--- src/hw/cmac_pkg.sv ---
package cmac_pkg;

    // command codes carried in the second byte of a transfer
    localparam logic [7:0]  CMD_MODE      = 8'h12;
    localparam logic [7:0]  CMD_STATUS    = 8'h13;
    localparam logic [7:0]  CMD_ALARM     = 8'h16;

    // own bus address, seven bits; value is arbitrary
    localparam logic [6:0]  DEV_ADDR_DFLT = 7'h2a;

    // alarm word that may allow charging to restart
    localparam logic [15:0] ALARM_RESTART = 16'h0800;
    localparam logic [15:0] WORD_ZERO     = 16'h0000;

    // status word positions driven by this block
    localparam int          ST_HOLD_POS   = 0;
    localparam int          ST_POLL_POS   = 1;
    localparam int          ST_LVL2_POS   = 4;
    localparam int          ST_LVL3_POS   = 5;
    localparam int          ST_AHOLD_POS  = 12;
    localparam logic [15:0] ST_OWN_MASK   = 16'h1033;

    // last bit index of a byte
    localparam logic [2:0]  BIT_LAST      = 3'h7;

    // mode word, bit 0 at the right
    typedef struct packed {
        logic [11:0] rsv;
        logic        clear_targets_bit;
        logic        restore_bit;
        logic        polling_bit;
        logic        hold_bit;
    } cmac_mode_t;

    // upper byte of the alarm notice word
    typedef struct packed {
        logic overcharge_flag;
        logic stop_charge_flag;
        logic rsv13;
        logic overheat_flag;
        logic stop_discharge_flag;
        logic rsv10;
        logic low_capacity_flag;
        logic low_runtime_flag;
    } cmac_alarm_t;

    // synchronised bus lines and their events
    typedef struct packed {
        logic scl;
        logic sda;
        logic rise;
        logic fall;
        logic start;
        logic stop;
    } cmac_bus_t;

    typedef enum logic [2:0] {
        ST_IDLE  = 3'b000,
        ST_RX    = 3'b001,
        ST_ACK   = 3'b010,
        ST_TX    = 3'b011,
        ST_TXACK = 3'b100,
        ST_SKIP  = 3'b101
    } cmac_state_t;

    typedef enum logic [1:0] {
        PH_ADDR = 2'b00,
        PH_CMD  = 2'b01,
        PH_LO   = 2'b10,
        PH_HI   = 2'b11
    } cmac_phase_t;

endpackage
--- src/hw/cmac_alarm_dec.sv ---
`timescale 1ns/10ps
module cmac_alarm_dec (
    // clock and reset
    input  wire logic              clk,
    input  wire logic              srst,
    // notice write and its word
    input  wire logic              alarm_wr,
    input  wire logic [15:0]       alarm_word,
    // conditions that release the hold
    input  wire logic              conditioning_done,
    input  wire logic              hold_release,
    // decoded state
    output cmac_pkg::cmac_alarm_t  alarm_flags,
    output logic                   alarm_hold
);
    import cmac_pkg::*;

    cmac_alarm_t alarm_r;
    logic        ahold_r;
    cmac_alarm_t word_hi;
    logic        stop_hit;
    logic        restart_hit;

    // any of the top four bits stops charging, reserved one included
    assign word_hi     = cmac_alarm_t'(alarm_word[15:8]);
    assign stop_hit    = alarm_wr & (|alarm_word[15:12]);
    assign restart_hit = alarm_wr & (alarm_word == ALARM_RESTART)
                         & conditioning_done;

    // a new stop notice wins over a release in the same cycle
    always_ff @(posedge clk) begin
        if (srst) begin
            alarm_r <= '0;
            ahold_r <= 1'b0;
        end else begin
            if (alarm_wr)
                alarm_r <= word_hi;
            ahold_r <= stop_hit
                       | (ahold_r & ~hold_release & ~restart_hit);
        end
    end

    assign alarm_flags = alarm_r;
    assign alarm_hold  = ahold_r;

endmodule

--- src/hw/cmac_core.sv ---
`timescale 1ns/10ps
module cmac_core #(
    parameter logic [6:0] DEV_ADDR   = cmac_pkg::DEV_ADDR_DFLT,
    parameter logic       POLL_CAPABLE = 1'b1
) (
    // clock and reset
    input  wire logic              clk,
    input  wire logic              srst,
    // bus pins, data is open drain
    input  wire logic              smb_scl,
    input  wire logic              smb_sda_in,
    output logic                   smb_sda_out,
    output logic                   smb_sda_oe,
    // charger side inputs, same clock
    input  wire logic              battery_present,
    input  wire logic              conditioning_done,
    input  wire logic              current_target_wr,
    input  wire logic              voltage_target_wr,
    input  wire logic [15:0]       status_ext,
    // charger side controls
    output logic                   charge_en,
    output logic                   polling_en,
    output logic                   clear_targets,
    output logic                   restore_defaults,
    output cmac_pkg::cmac_alarm_t  alarm_flags,
    output logic                   alarm_hold
);
    import cmac_pkg::*;

    cmac_bus_t   bus;
    cmac_state_t state_r;
    cmac_state_t state_nxt;
    cmac_state_t next_r;
    cmac_state_t next_nxt;
    cmac_phase_t phase_r;
    cmac_phase_t phase_nxt;
    logic [7:0]  shift_r;
    logic [7:0]  shift_nxt;
    logic [2:0]  cnt_r;
    logic [2:0]  cnt_nxt;
    logic        done_r;
    logic        done_nxt;
    logic [7:0]  cmd_r;
    logic [7:0]  cmd_nxt;
    logic [7:0]  lo_r;
    logic [7:0]  lo_nxt;
    logic [15:0] tx_r;
    logic [15:0] tx_nxt;
    logic        txhi_r;
    logic        txhi_nxt;
    logic        mack_r;
    logic        mack_nxt;
    logic        oe_r;
    logic        oe_nxt;
    logic        wr_mode_r;
    logic        wr_mode_nxt;
    logic        wr_alarm_r;
    logic        wr_alarm_nxt;
    logic [15:0] wr_word_r;
    logic [15:0] wr_word_nxt;

    logic        hold_r;
    logic        poll_r;
    logic        bat_old_r;
    logic        cur_seen_r;
    logic        volt_seen_r;
    logic        clr_r;
    logic        rst_dflt_r;
    logic        charge_en_r;

    cmac_mode_t  mode_word;
    logic        addr_hit;
    logic        cmd_is_mode;
    logic        cmd_is_alarm;
    logic        cmd_is_status;
    logic [15:0] status_word;
    logic [15:0] read_word;
    logic        bat_in;
    logic        bat_out;
    logic        both_seen;
    logic        hold_release;
    logic        mode_restore;
    logic        mode_clear;

    // swap a word into send order, low byte first, msb first
    function automatic logic [15:0] send_order(input logic [15:0] w);
        send_order = {w[7:0], w[15:8]};
    endfunction

    cmac_pin_sync u_sync (
        .clk     (clk),
        .srst    (srst),
        .scl_pin (smb_scl),
        .sda_pin (smb_sda_in),
        .bus     (bus)
    );

    // command decode on the stored code
    assign addr_hit      = (shift_r[7:1] == DEV_ADDR);
    assign cmd_is_mode   = (cmd_r == CMD_MODE);
    assign cmd_is_alarm  = (cmd_r == CMD_ALARM);
    assign cmd_is_status = (cmd_r == CMD_STATUS);

    // own bits override the outside status sources
    assign status_word = (status_ext & ~ST_OWN_MASK)
                         | (16'(hold_r)     << ST_HOLD_POS)
                         | (16'(poll_r)     << ST_POLL_POS)
                         | (16'(1'b1)       << ST_LVL2_POS)
                         | (16'(POLL_CAPABLE) << ST_LVL3_POS)
                         | (16'(alarm_hold) << ST_AHOLD_POS);

    // mode and unknown codes read back as zero, not stale data
    assign read_word = cmd_is_status ? status_word
                                     : WORD_ZERO;

    // byte level slave sequencer
    always_comb begin
        state_nxt    = state_r;
        next_nxt     = next_r;
        phase_nxt    = phase_r;
        shift_nxt    = shift_r;
        cnt_nxt      = cnt_r;
        done_nxt     = done_r;
        cmd_nxt      = cmd_r;
        lo_nxt       = lo_r;
        tx_nxt       = tx_r;
        txhi_nxt     = txhi_r;
        mack_nxt     = mack_r;
        wr_mode_nxt  = 1'b0;
        wr_alarm_nxt = 1'b0;
        wr_word_nxt  = wr_word_r;
        if (bus.stop) begin
            state_nxt = ST_IDLE;
        end else if (bus.start) begin
            state_nxt = ST_RX;
            phase_nxt = PH_ADDR;
            cnt_nxt   = 3'h0;
            done_nxt  = 1'b0;
        end else begin
            unique case (state_r)
                ST_IDLE, ST_SKIP: begin
                    state_nxt = state_r;
                end
                ST_RX: begin
                    if (bus.rise) begin
                        shift_nxt = {shift_r[6:0], bus.sda};
                        cnt_nxt   = cnt_r + 3'h1;
                        done_nxt  = (cnt_r == BIT_LAST);
                    end else if (bus.fall && done_r) begin
                        done_nxt  = 1'b0;
                        state_nxt = ST_ACK;
                        next_nxt  = ST_RX;
                        unique case (phase_r)
                            PH_ADDR: begin
                                if (!addr_hit) begin
                                    state_nxt = ST_SKIP;
                                end else if (shift_r[0]) begin
                                    next_nxt = ST_TX;
                                    tx_nxt   = send_order(read_word);
                                    txhi_nxt = 1'b0;
                                end else begin
                                    phase_nxt = PH_CMD;
                                end
                            end
                            PH_CMD: begin
                                cmd_nxt   = shift_r;
                                phase_nxt = PH_LO;
                            end
                            PH_LO: begin
                                lo_nxt    = shift_r;
                                phase_nxt = PH_HI;
                            end
                            PH_HI: begin
                                wr_word_nxt  = {shift_r, lo_r};
                                wr_mode_nxt  = cmd_is_mode;
                                wr_alarm_nxt = cmd_is_alarm;
                                next_nxt     = ST_SKIP;
                            end
                        endcase
                    end
                end
                ST_ACK: begin
                    if (bus.fall) begin
                        state_nxt = next_r;
                        cnt_nxt   = 3'h0;
                    end
                end
                ST_TX: begin
                    if (bus.rise) begin
                        cnt_nxt  = cnt_r + 3'h1;
                        done_nxt = (cnt_r == BIT_LAST);
                    end else if (bus.fall) begin
                        if (done_r) begin
                            done_nxt  = 1'b0;
                            state_nxt = ST_TXACK;
                        end else begin
                            tx_nxt = {tx_r[14:0], 1'b0};
                        end
                    end
                end
                ST_TXACK: begin
                    if (bus.rise) begin
                        mack_nxt = ~bus.sda;
                    end else if (bus.fall) begin
                        // a second byte only after the master acks the first
                        if (mack_r && !txhi_r) begin
                            tx_nxt    = {tx_r[14:0], 1'b0};
                            txhi_nxt  = 1'b1;
                            cnt_nxt   = 3'h0;
                            state_nxt = ST_TX;
                        end else begin
                            state_nxt = ST_SKIP;
                        end
                    end
                end
                default: begin
                    state_nxt = ST_IDLE;
                end
            endcase
        end
    end

    // pull data low for an ack or a zero data bit
    assign oe_nxt = (state_nxt == ST_ACK)
                    | ((state_nxt == ST_TX) & ~tx_nxt[15]);

    always_ff @(posedge clk) begin
        if (srst) begin
            state_r <= ST_IDLE;
            next_r  <= ST_IDLE;
            phase_r <= PH_ADDR;
            shift_r <= 8'h00;
            cnt_r   <= 3'h0;
            done_r  <= 1'b0;
            cmd_r   <= 8'h00;
            lo_r    <= 8'h00;
        end else begin
            state_r <= state_nxt;
            next_r  <= next_nxt;
            phase_r <= phase_nxt;
            shift_r <= shift_nxt;
            cnt_r   <= cnt_nxt;
            done_r  <= done_nxt;
            cmd_r   <= cmd_nxt;
            lo_r    <= lo_nxt;
        end
    end

    always_ff @(posedge clk) begin
        if (srst) begin
            tx_r       <= 16'h0000;
            txhi_r     <= 1'b0;
            mack_r     <= 1'b0;
            oe_r       <= 1'b0;
            wr_mode_r  <= 1'b0;
            wr_alarm_r <= 1'b0;
            wr_word_r  <= 16'h0000;
        end else begin
            tx_r       <= tx_nxt;
            txhi_r     <= txhi_nxt;
            mack_r     <= mack_nxt;
            oe_r       <= oe_nxt;
            wr_mode_r  <= wr_mode_nxt;
            wr_alarm_r <= wr_alarm_nxt;
            wr_word_r  <= wr_word_nxt;
        end
    end

    // mode word actions; reserved field is never looked at
    assign mode_word    = cmac_mode_t'(wr_word_r);
    assign mode_restore = wr_mode_r & mode_word.restore_bit;
    assign mode_clear   = wr_mode_r & mode_word.clear_targets_bit;
    assign bat_in       = battery_present & ~bat_old_r;
    assign bat_out      = ~battery_present & bat_old_r;
    assign both_seen    = (cur_seen_r | current_target_wr)
                          & (volt_seen_r | voltage_target_wr);
    assign hold_release = both_seen | bat_out | mode_restore;

    // a write in the same cycle as insertion is newer and wins
    always_ff @(posedge clk) begin
        if (srst) begin
            hold_r <= 1'b0;
            poll_r <= POLL_CAPABLE;
        end else if (mode_restore) begin
            hold_r <= 1'b0;
            poll_r <= POLL_CAPABLE;
        end else if (wr_mode_r) begin
            hold_r <= mode_word.hold_bit;
            poll_r <= mode_word.polling_bit & POLL_CAPABLE;
        end else if (bat_in) begin
            hold_r <= 1'b0;
        end
    end

    // rewrite tracking for releasing the alarm hold
    always_ff @(posedge clk) begin
        if (srst || hold_release || wr_alarm_r) begin
            cur_seen_r  <= 1'b0;
            volt_seen_r <= 1'b0;
        end else begin
            cur_seen_r  <= cur_seen_r | current_target_wr;
            volt_seen_r <= volt_seen_r | voltage_target_wr;
        end
    end

    // one-shot pulses, battery history and the charge enable level; zeroing ignores the hold state
    always_ff @(posedge clk) begin
        if (srst) begin
            bat_old_r   <= 1'b0;
            clr_r       <= 1'b0;
            rst_dflt_r  <= 1'b0;
            charge_en_r <= 1'b0;
        end else begin
            bat_old_r   <= battery_present;
            clr_r       <= mode_clear;
            rst_dflt_r  <= mode_restore;
            charge_en_r <= ~hold_r & ~alarm_hold & battery_present;
        end
    end

    cmac_alarm_dec u_alarm (
        .clk               (clk),
        .srst              (srst),
        .alarm_wr          (wr_alarm_r),
        .alarm_word        (wr_word_r),
        .conditioning_done (conditioning_done),
        .hold_release      (hold_release),
        .alarm_flags       (alarm_flags),
        .alarm_hold        (alarm_hold)
    );

    // targets live outside; hold only gates the enable
    assign charge_en        = charge_en_r;
    assign polling_en       = poll_r;
    assign clear_targets    = clr_r;
    assign restore_defaults = rst_dflt_r;
    assign smb_sda_out      = 1'b0;
    assign smb_sda_oe       = oe_r;

endmodule

--- src/hw/cmac_pin_sync.sv ---
`timescale 1ns/10ps
module cmac_pin_sync (
    // clock and reset
    input  wire logic              clk,
    input  wire logic              srst,
    // raw bus pins
    input  wire logic              scl_pin,
    input  wire logic              sda_pin,
    // synchronised lines and events
    output cmac_pkg::cmac_bus_t    bus
);
    import cmac_pkg::*;

    logic [1:0] scl_meta_r;
    logic [1:0] sda_meta_r;
    logic       scl_old_r;
    logic       sda_old_r;

    // two stages, then one more for edge finding; idle bus is high
    always_ff @(posedge clk) begin
        if (srst) begin
            scl_meta_r <= 2'h3;
            sda_meta_r <= 2'h3;
            scl_old_r  <= 1'b1;
            sda_old_r  <= 1'b1;
        end else begin
            scl_meta_r <= {scl_meta_r[0], scl_pin};
            sda_meta_r <= {sda_meta_r[0], sda_pin};
            scl_old_r  <= scl_meta_r[1];
            sda_old_r  <= sda_meta_r[1];
        end
    end

    // start and stop are data edges while the clock stays high
    assign bus.scl   = scl_meta_r[1];
    assign bus.sda   = sda_meta_r[1];
    assign bus.rise  = scl_meta_r[1] & ~scl_old_r;
    assign bus.fall  = ~scl_meta_r[1] & scl_old_r;
    assign bus.start = scl_meta_r[1] & scl_old_r & sda_old_r
                       & ~sda_meta_r[1];
    assign bus.stop  = scl_meta_r[1] & scl_old_r & ~sda_old_r
                       & sda_meta_r[1];

endmodule

--- config.mk ---
export PLATFORM = sky130hd
export DESIGN_NAME = cmac_core
export DESIGN_NICKNAME = d
export VERILOG_FILES = /design/src/hw/cmac_pkg.sv /design/src/hw/cmac_alarm_dec.sv /design/src/hw/cmac_core.sv /design/src/hw/cmac_pin_sync.sv
export SDC_FILE = /design/constraint.sdc
export NUM_CORES = 1
export LEC_CHECK = 0
export BUFFER_PORTS_ARGS = -buffer_cell sky130_fd_sc_hd__buf_2
export CORE_ASPECT_RATIO = 1.5
export CORE_MARGIN = 3
export CORE_UTILIZATION = 26
export CTS_CLUSTER_SIZE = 20
export DETAILED_ROUTE_END_ITERATION = 7
export PLACE_DENSITY_LB_ADDON = 0.08
export SLEW_MARGIN = 20
export SYNTH_ARGS = -nofsm -noshare
export SYNTH_HDL_FRONTEND = slang
export SYNTH_SLANG_ARGS = --single-unit
--- constraint.sdc ---
create_clock -name clk -period 5.3 [get_ports clk]
set_input_delay 1.06 -clock clk [delete_from_list [all_inputs] [get_ports clk]]
set_output_delay 1.06 -clock clk [all_outputs]
set_load 0.02 [all_outputs]
==> results.md <==
Synthesis:
- The average instance in the mapped netlist occupies approximately 8.6 sq um.
- The number of nets handed over by synthesis was about 490.
- The count of different cell masters after synthesis is between 50 and 60.
- Ranked by total cell area, the synthesized netlist is headed by sky130_fd_sc_hd__dfxtp_1, sky130_fd_sc_hd__nand2_1, sky130_fd_sc_hd__a21oi_1.
- The cell count after synthesis is about 460.
- For this run, the register share of the synthesized area comes to between 40% and 50%.
- The cell with the most instances after synthesis is sky130_fd_sc_hd__dfxtp_1.
- The number of synthesized register bits is 96.
- Of all flip-flops after synthesis, the portion carrying an async set or reset was 0%.
- In this run, synthesis inferred 0 flip-flops with an integrated enable.
- The share of Yosys cell area claimed by the top area cell type is between 40% and 50%.
- The count of warnings emitted by yosys is 0.
- In the synthesized netlist, the cells that appear most often are sky130_fd_sc_hd__dfxtp_1, sky130_fd_sc_hd__nand2_1, sky130_fd_sc_hd__a21oi_1.
- The biggest area contributor in the post-synthesis netlist is sky130_fd_sc_hd__dfxtp_1.
- The cell area after technology mapping is about 4000 sq um.
- Among all flip-flop cells after synthesis, the most frequent one is sky130_fd_sc_hd__dfxtp_1.

Floorplan:
- The height of the die is ~160 um.
- The die is 107 um wide.
- The initialized floorplan defines between 50 and 60 standard-cell rows.
- The floorplan core area is around 15,000 sq um.
- The area of the die is approximately 17,000 sq um.
- The starting utilization of the core area is 27.0%.
- 39 I/O pins were placed.

Timing:
- For the pin with the worst max-slew slack, the measured transition is 1040 ps.
- The final hold violation count is 0.
- The period utilization is 52.4%.
- The achievable clock frequency is between 0.3 and 0.4 GHz.
- The worst setup margin is around 2500 ps.
- On the final layout, the worst clock skew is 9.60 ps.
- Headroom to the max-slew limit came out at 30.7%.
- The number of slew-limit violations in the final report is 0.
- Setup repair after global routing left no endpoint under its margin.
- For the finished layout, the period the worst path requires is between 2000 and 3000 ps.
- Setup total negative slack on the finished layout was measured at 0 ps.
- Setup violations remaining at the end of the flow were counted as 0.

GRT:
- The global-route usage over all layers is between 10 and 15%.
- After global routing the overflow that remains totals 0.
- The global-route wire length before repair is 16,400 um.
- The number of antenna violations at the first check in global routing is 0.
- The maximum number of pins on one net before global-route repair is 50.
- The via count of the first global-routing pass is around 3,200.

Route:
- After detailed routing, the number of remaining DRC violations is 0.
- For this block, the initial DRC count from the detailed router was approximately 180.
- The detailed-route wire length per cell is approximately 15 um.
- The first detailed-routing pass ran for 5 iterations.
- The via count is between 3,000 and 4,000.
- For this block, the routed nets add up to about 10,000 um of wire.
- Dividing the detail-routed via count by the number of cells gives ~4.9.
- The final antenna-violating net count is 0.

Clocking:
- In this run the clock root is driven by a sky130_fd_sc_hd__clkbuf_16.
- The H-tree depth is 3.
- The number of buffers on the longest clock path is 2.
- In this run, post-CTS repair resized a total of 0 instances.
- The number of buffers inserted during clock tree synthesis is 9.
- The number of setup buffers added after CTS is 0.
- TritonCTS built the clock tree.
- The clock network latency to the later pin of the worst-skew pair is between 300 and 400 ps.
- The clock-pin transition on the worst setup and hold timing paths is 70 ps.
- After clock tree synthesis, the flow added hold-fix buffers numbering 0.
- The clock sink count is between 90 and 100.

Worst setup path:
- For the worst setup path, the data arrival time is roughly 3000 ps.
- STA classifies the critical path startpoint as a register.
- The data required time of the worst path is roughly 5500 ps.
- The family of cells with the greatest summed delay on the critical path is simple AND/OR/NAND/NOR gates.
- Among all stages on the critical path, the largest delay is contributed by sky130_fd_sc_hd__nor2_1.
- Traced cell by cell, the critical path runs through or3b_1, nor2_1, nand2_1, nor4_1.
- The critical path class is register to register.
- The peak fanout along the critical path is 18.
- The kind of end point of the critical path is a register.
- Counting both buffers and inverters, the worst setup path holds a total of 0.
- The worst stage delay on the critical path is 630 ps.

Final layout:
- Compared with the post-synthesis result, the final layout area differs by 14.8%.
- 0 antenna diodes ended up in the layout.
- Fill cells in the final layout number 1,605.
- The sequential cell area is around 1900 sq um.
- The layout cell share with drive strength beyond 1 is between 10% and 20%.
- The post-layout net count is a little over 500.
- In the final layout, the multi-input gates occupy 1900 sq um.

Place:
- At the placement stage, the worst setup path has a slack of between 2000 and 2500 ps.
- Summed over all nets, the half-perimeter wirelength after detailed placement is ~7000 um.
- At the end of routability-driven placement, the weighted congestion stood at a little under 0.8.
- The count of input and output buffers is 32.

Worst hold path:
- The type of the tightest min-delay check is register to register.

Status:
- The run finished with clean final reports.

Power and ir drop:
- The maximum resistive drop on vdd is between 0.0001 and 0.00015 V.
- For this design the static power due to leakage is between 1.5 and 2 nW.
- For this design the ratio of total power to cell area is slightly above 300 nW/um^2.

Run:
- The tool flagged a number of max-cap violations equal to 0.
==> routing by layer <==
metal | routed length (um) | global-route usage, %
met5 | 0 | 0
met4 | 116 | 4.39
met3 | 272 | 2.57
met2 | 5190 | 21.9
met1 | 4470 | 14.9
==> layout make-up <==
cell class              count  area share (%)
clock buffers               9            4.92
clock inverters             6            1.48
inverters                   9           0.738
multi-input cells         327            41.6
flip-flops and latches     96            42.0
well taps                 196            5.36
repair buffers             35            3.99
==> logic make-up (layout without fill, tap and decap cells) <==
family,after synthesis,in the layout,synth area share (%)
DFF,96,96,48.2
AOI/OAI and AO/OA,95,95,15.8
and+or+nand+nor,209,209,25.8
other,1,1,0.0940
buffers and inverters,39,59,4.14
muxes,14,14,3.54
adders and majority gates,7,7,2.19
xor gates and xnor gates,1,1,0.220
==> cells in the final DEF, fill, tap and decap left out, types with 2 or more instances in the layout <==
cell type                    count
sky130_fd_sc_hd__dfxtp_1        96
sky130_fd_sc_hd__nand2_1        76
sky130_fd_sc_hd__a21oi_1        51
sky130_fd_sc_hd__nor2_1         50
sky130_fd_sc_hd__buf_2          32
sky130_fd_sc_hd__nand3_1        28
sky130_fd_sc_hd__mux2i_1        13
sky130_fd_sc_hd__a222oi_1       12
sky130_fd_sc_hd__nor2b_1         9
sky130_fd_sc_hd__clkbuf_16       9
sky130_fd_sc_hd__inv_1           8
sky130_fd_sc_hd__or2_2           7
sky130_fd_sc_hd__ha_1            7
sky130_fd_sc_hd__o21ai_0         6
sky130_fd_sc_hd__nor4_1          6
sky130_fd_sc_hd__nand2b_1        5
sky130_fd_sc_hd__nor3_1          4
sky130_fd_sc_hd__o211ai_1        3
sky130_fd_sc_hd__a31oi_1         3
sky130_fd_sc_hd__buf_4           3
sky130_fd_sc_hd__a21boi_0        2
sky130_fd_sc_hd__nor3b_2         2
sky130_fd_sc_hd__and3_1          2
sky130_fd_sc_hd__nor4bb_1        2
sky130_fd_sc_hd__nand4_1         2
sky130_fd_sc_hd__a211oi_1        2
sky130_fd_sc_hd__a22oi_1         2
sky130_fd_sc_hd__nor3b_1         2
sky130_fd_sc_hd__a221oi_1        2
sky130_fd_sc_hd__or3b_1          2
sky130_fd_sc_hd__inv_6           2
sky130_fd_sc_hd__clkinvlp_4      2
==> report_power, final <==
part	internal, mW	switching (mW)	total, mW
clock	0.366	0.281	0.646
sequential	0.725	0.00426	0.729
combinational	0.0152	0.0297	0.0449
total	1.11	0.315	1.42
==> worst paths after layout <==
kind	end	slack [ps]	cells past startpoint	startpoint
worst max-delay path	wr_alarm_r	2520	4	state_r[0]
worst min-delay path	u_sync.scl_meta_r[1]	410	1	u_sync.scl_meta_r[0]
worst max register to register	wr_alarm_r	2520	4	state_r[0]
worst min register to register	u_sync.scl_meta_r[1]	410	1	u_sync.scl_meta_r[0]
==> flip-flops by register name (all words and copies together) (netlist names), 2 cells and up <==
signal and cells:
mode_word 16, tx_r 16, cmd_r 8, lo_r 8
shift_r 8, u_alarm.alarm_flags 8, cnt_r 3, next_r 3
state_r 3, phase_r 2, u_sync.scl_meta_r 2, u_sync.sda_meta_r 2
==> stage by stage <==
stage,power (mW),std cells,util (%),hold slack [ps],area [sq um]
2_1_floorplan,0.776,462,-,389,3990
3_3_place_gp,0.792,663,29.0,394,4290
4_1_cts,1.45,678,30.9,408,4580
6_report,1.42,678,30.9,408,4580
3_5_place_dp,0.792,663,29.0,392,4290
5_1_grt,1.48,678,30.9,427,4580
Power figures use the tool's default switching activity.
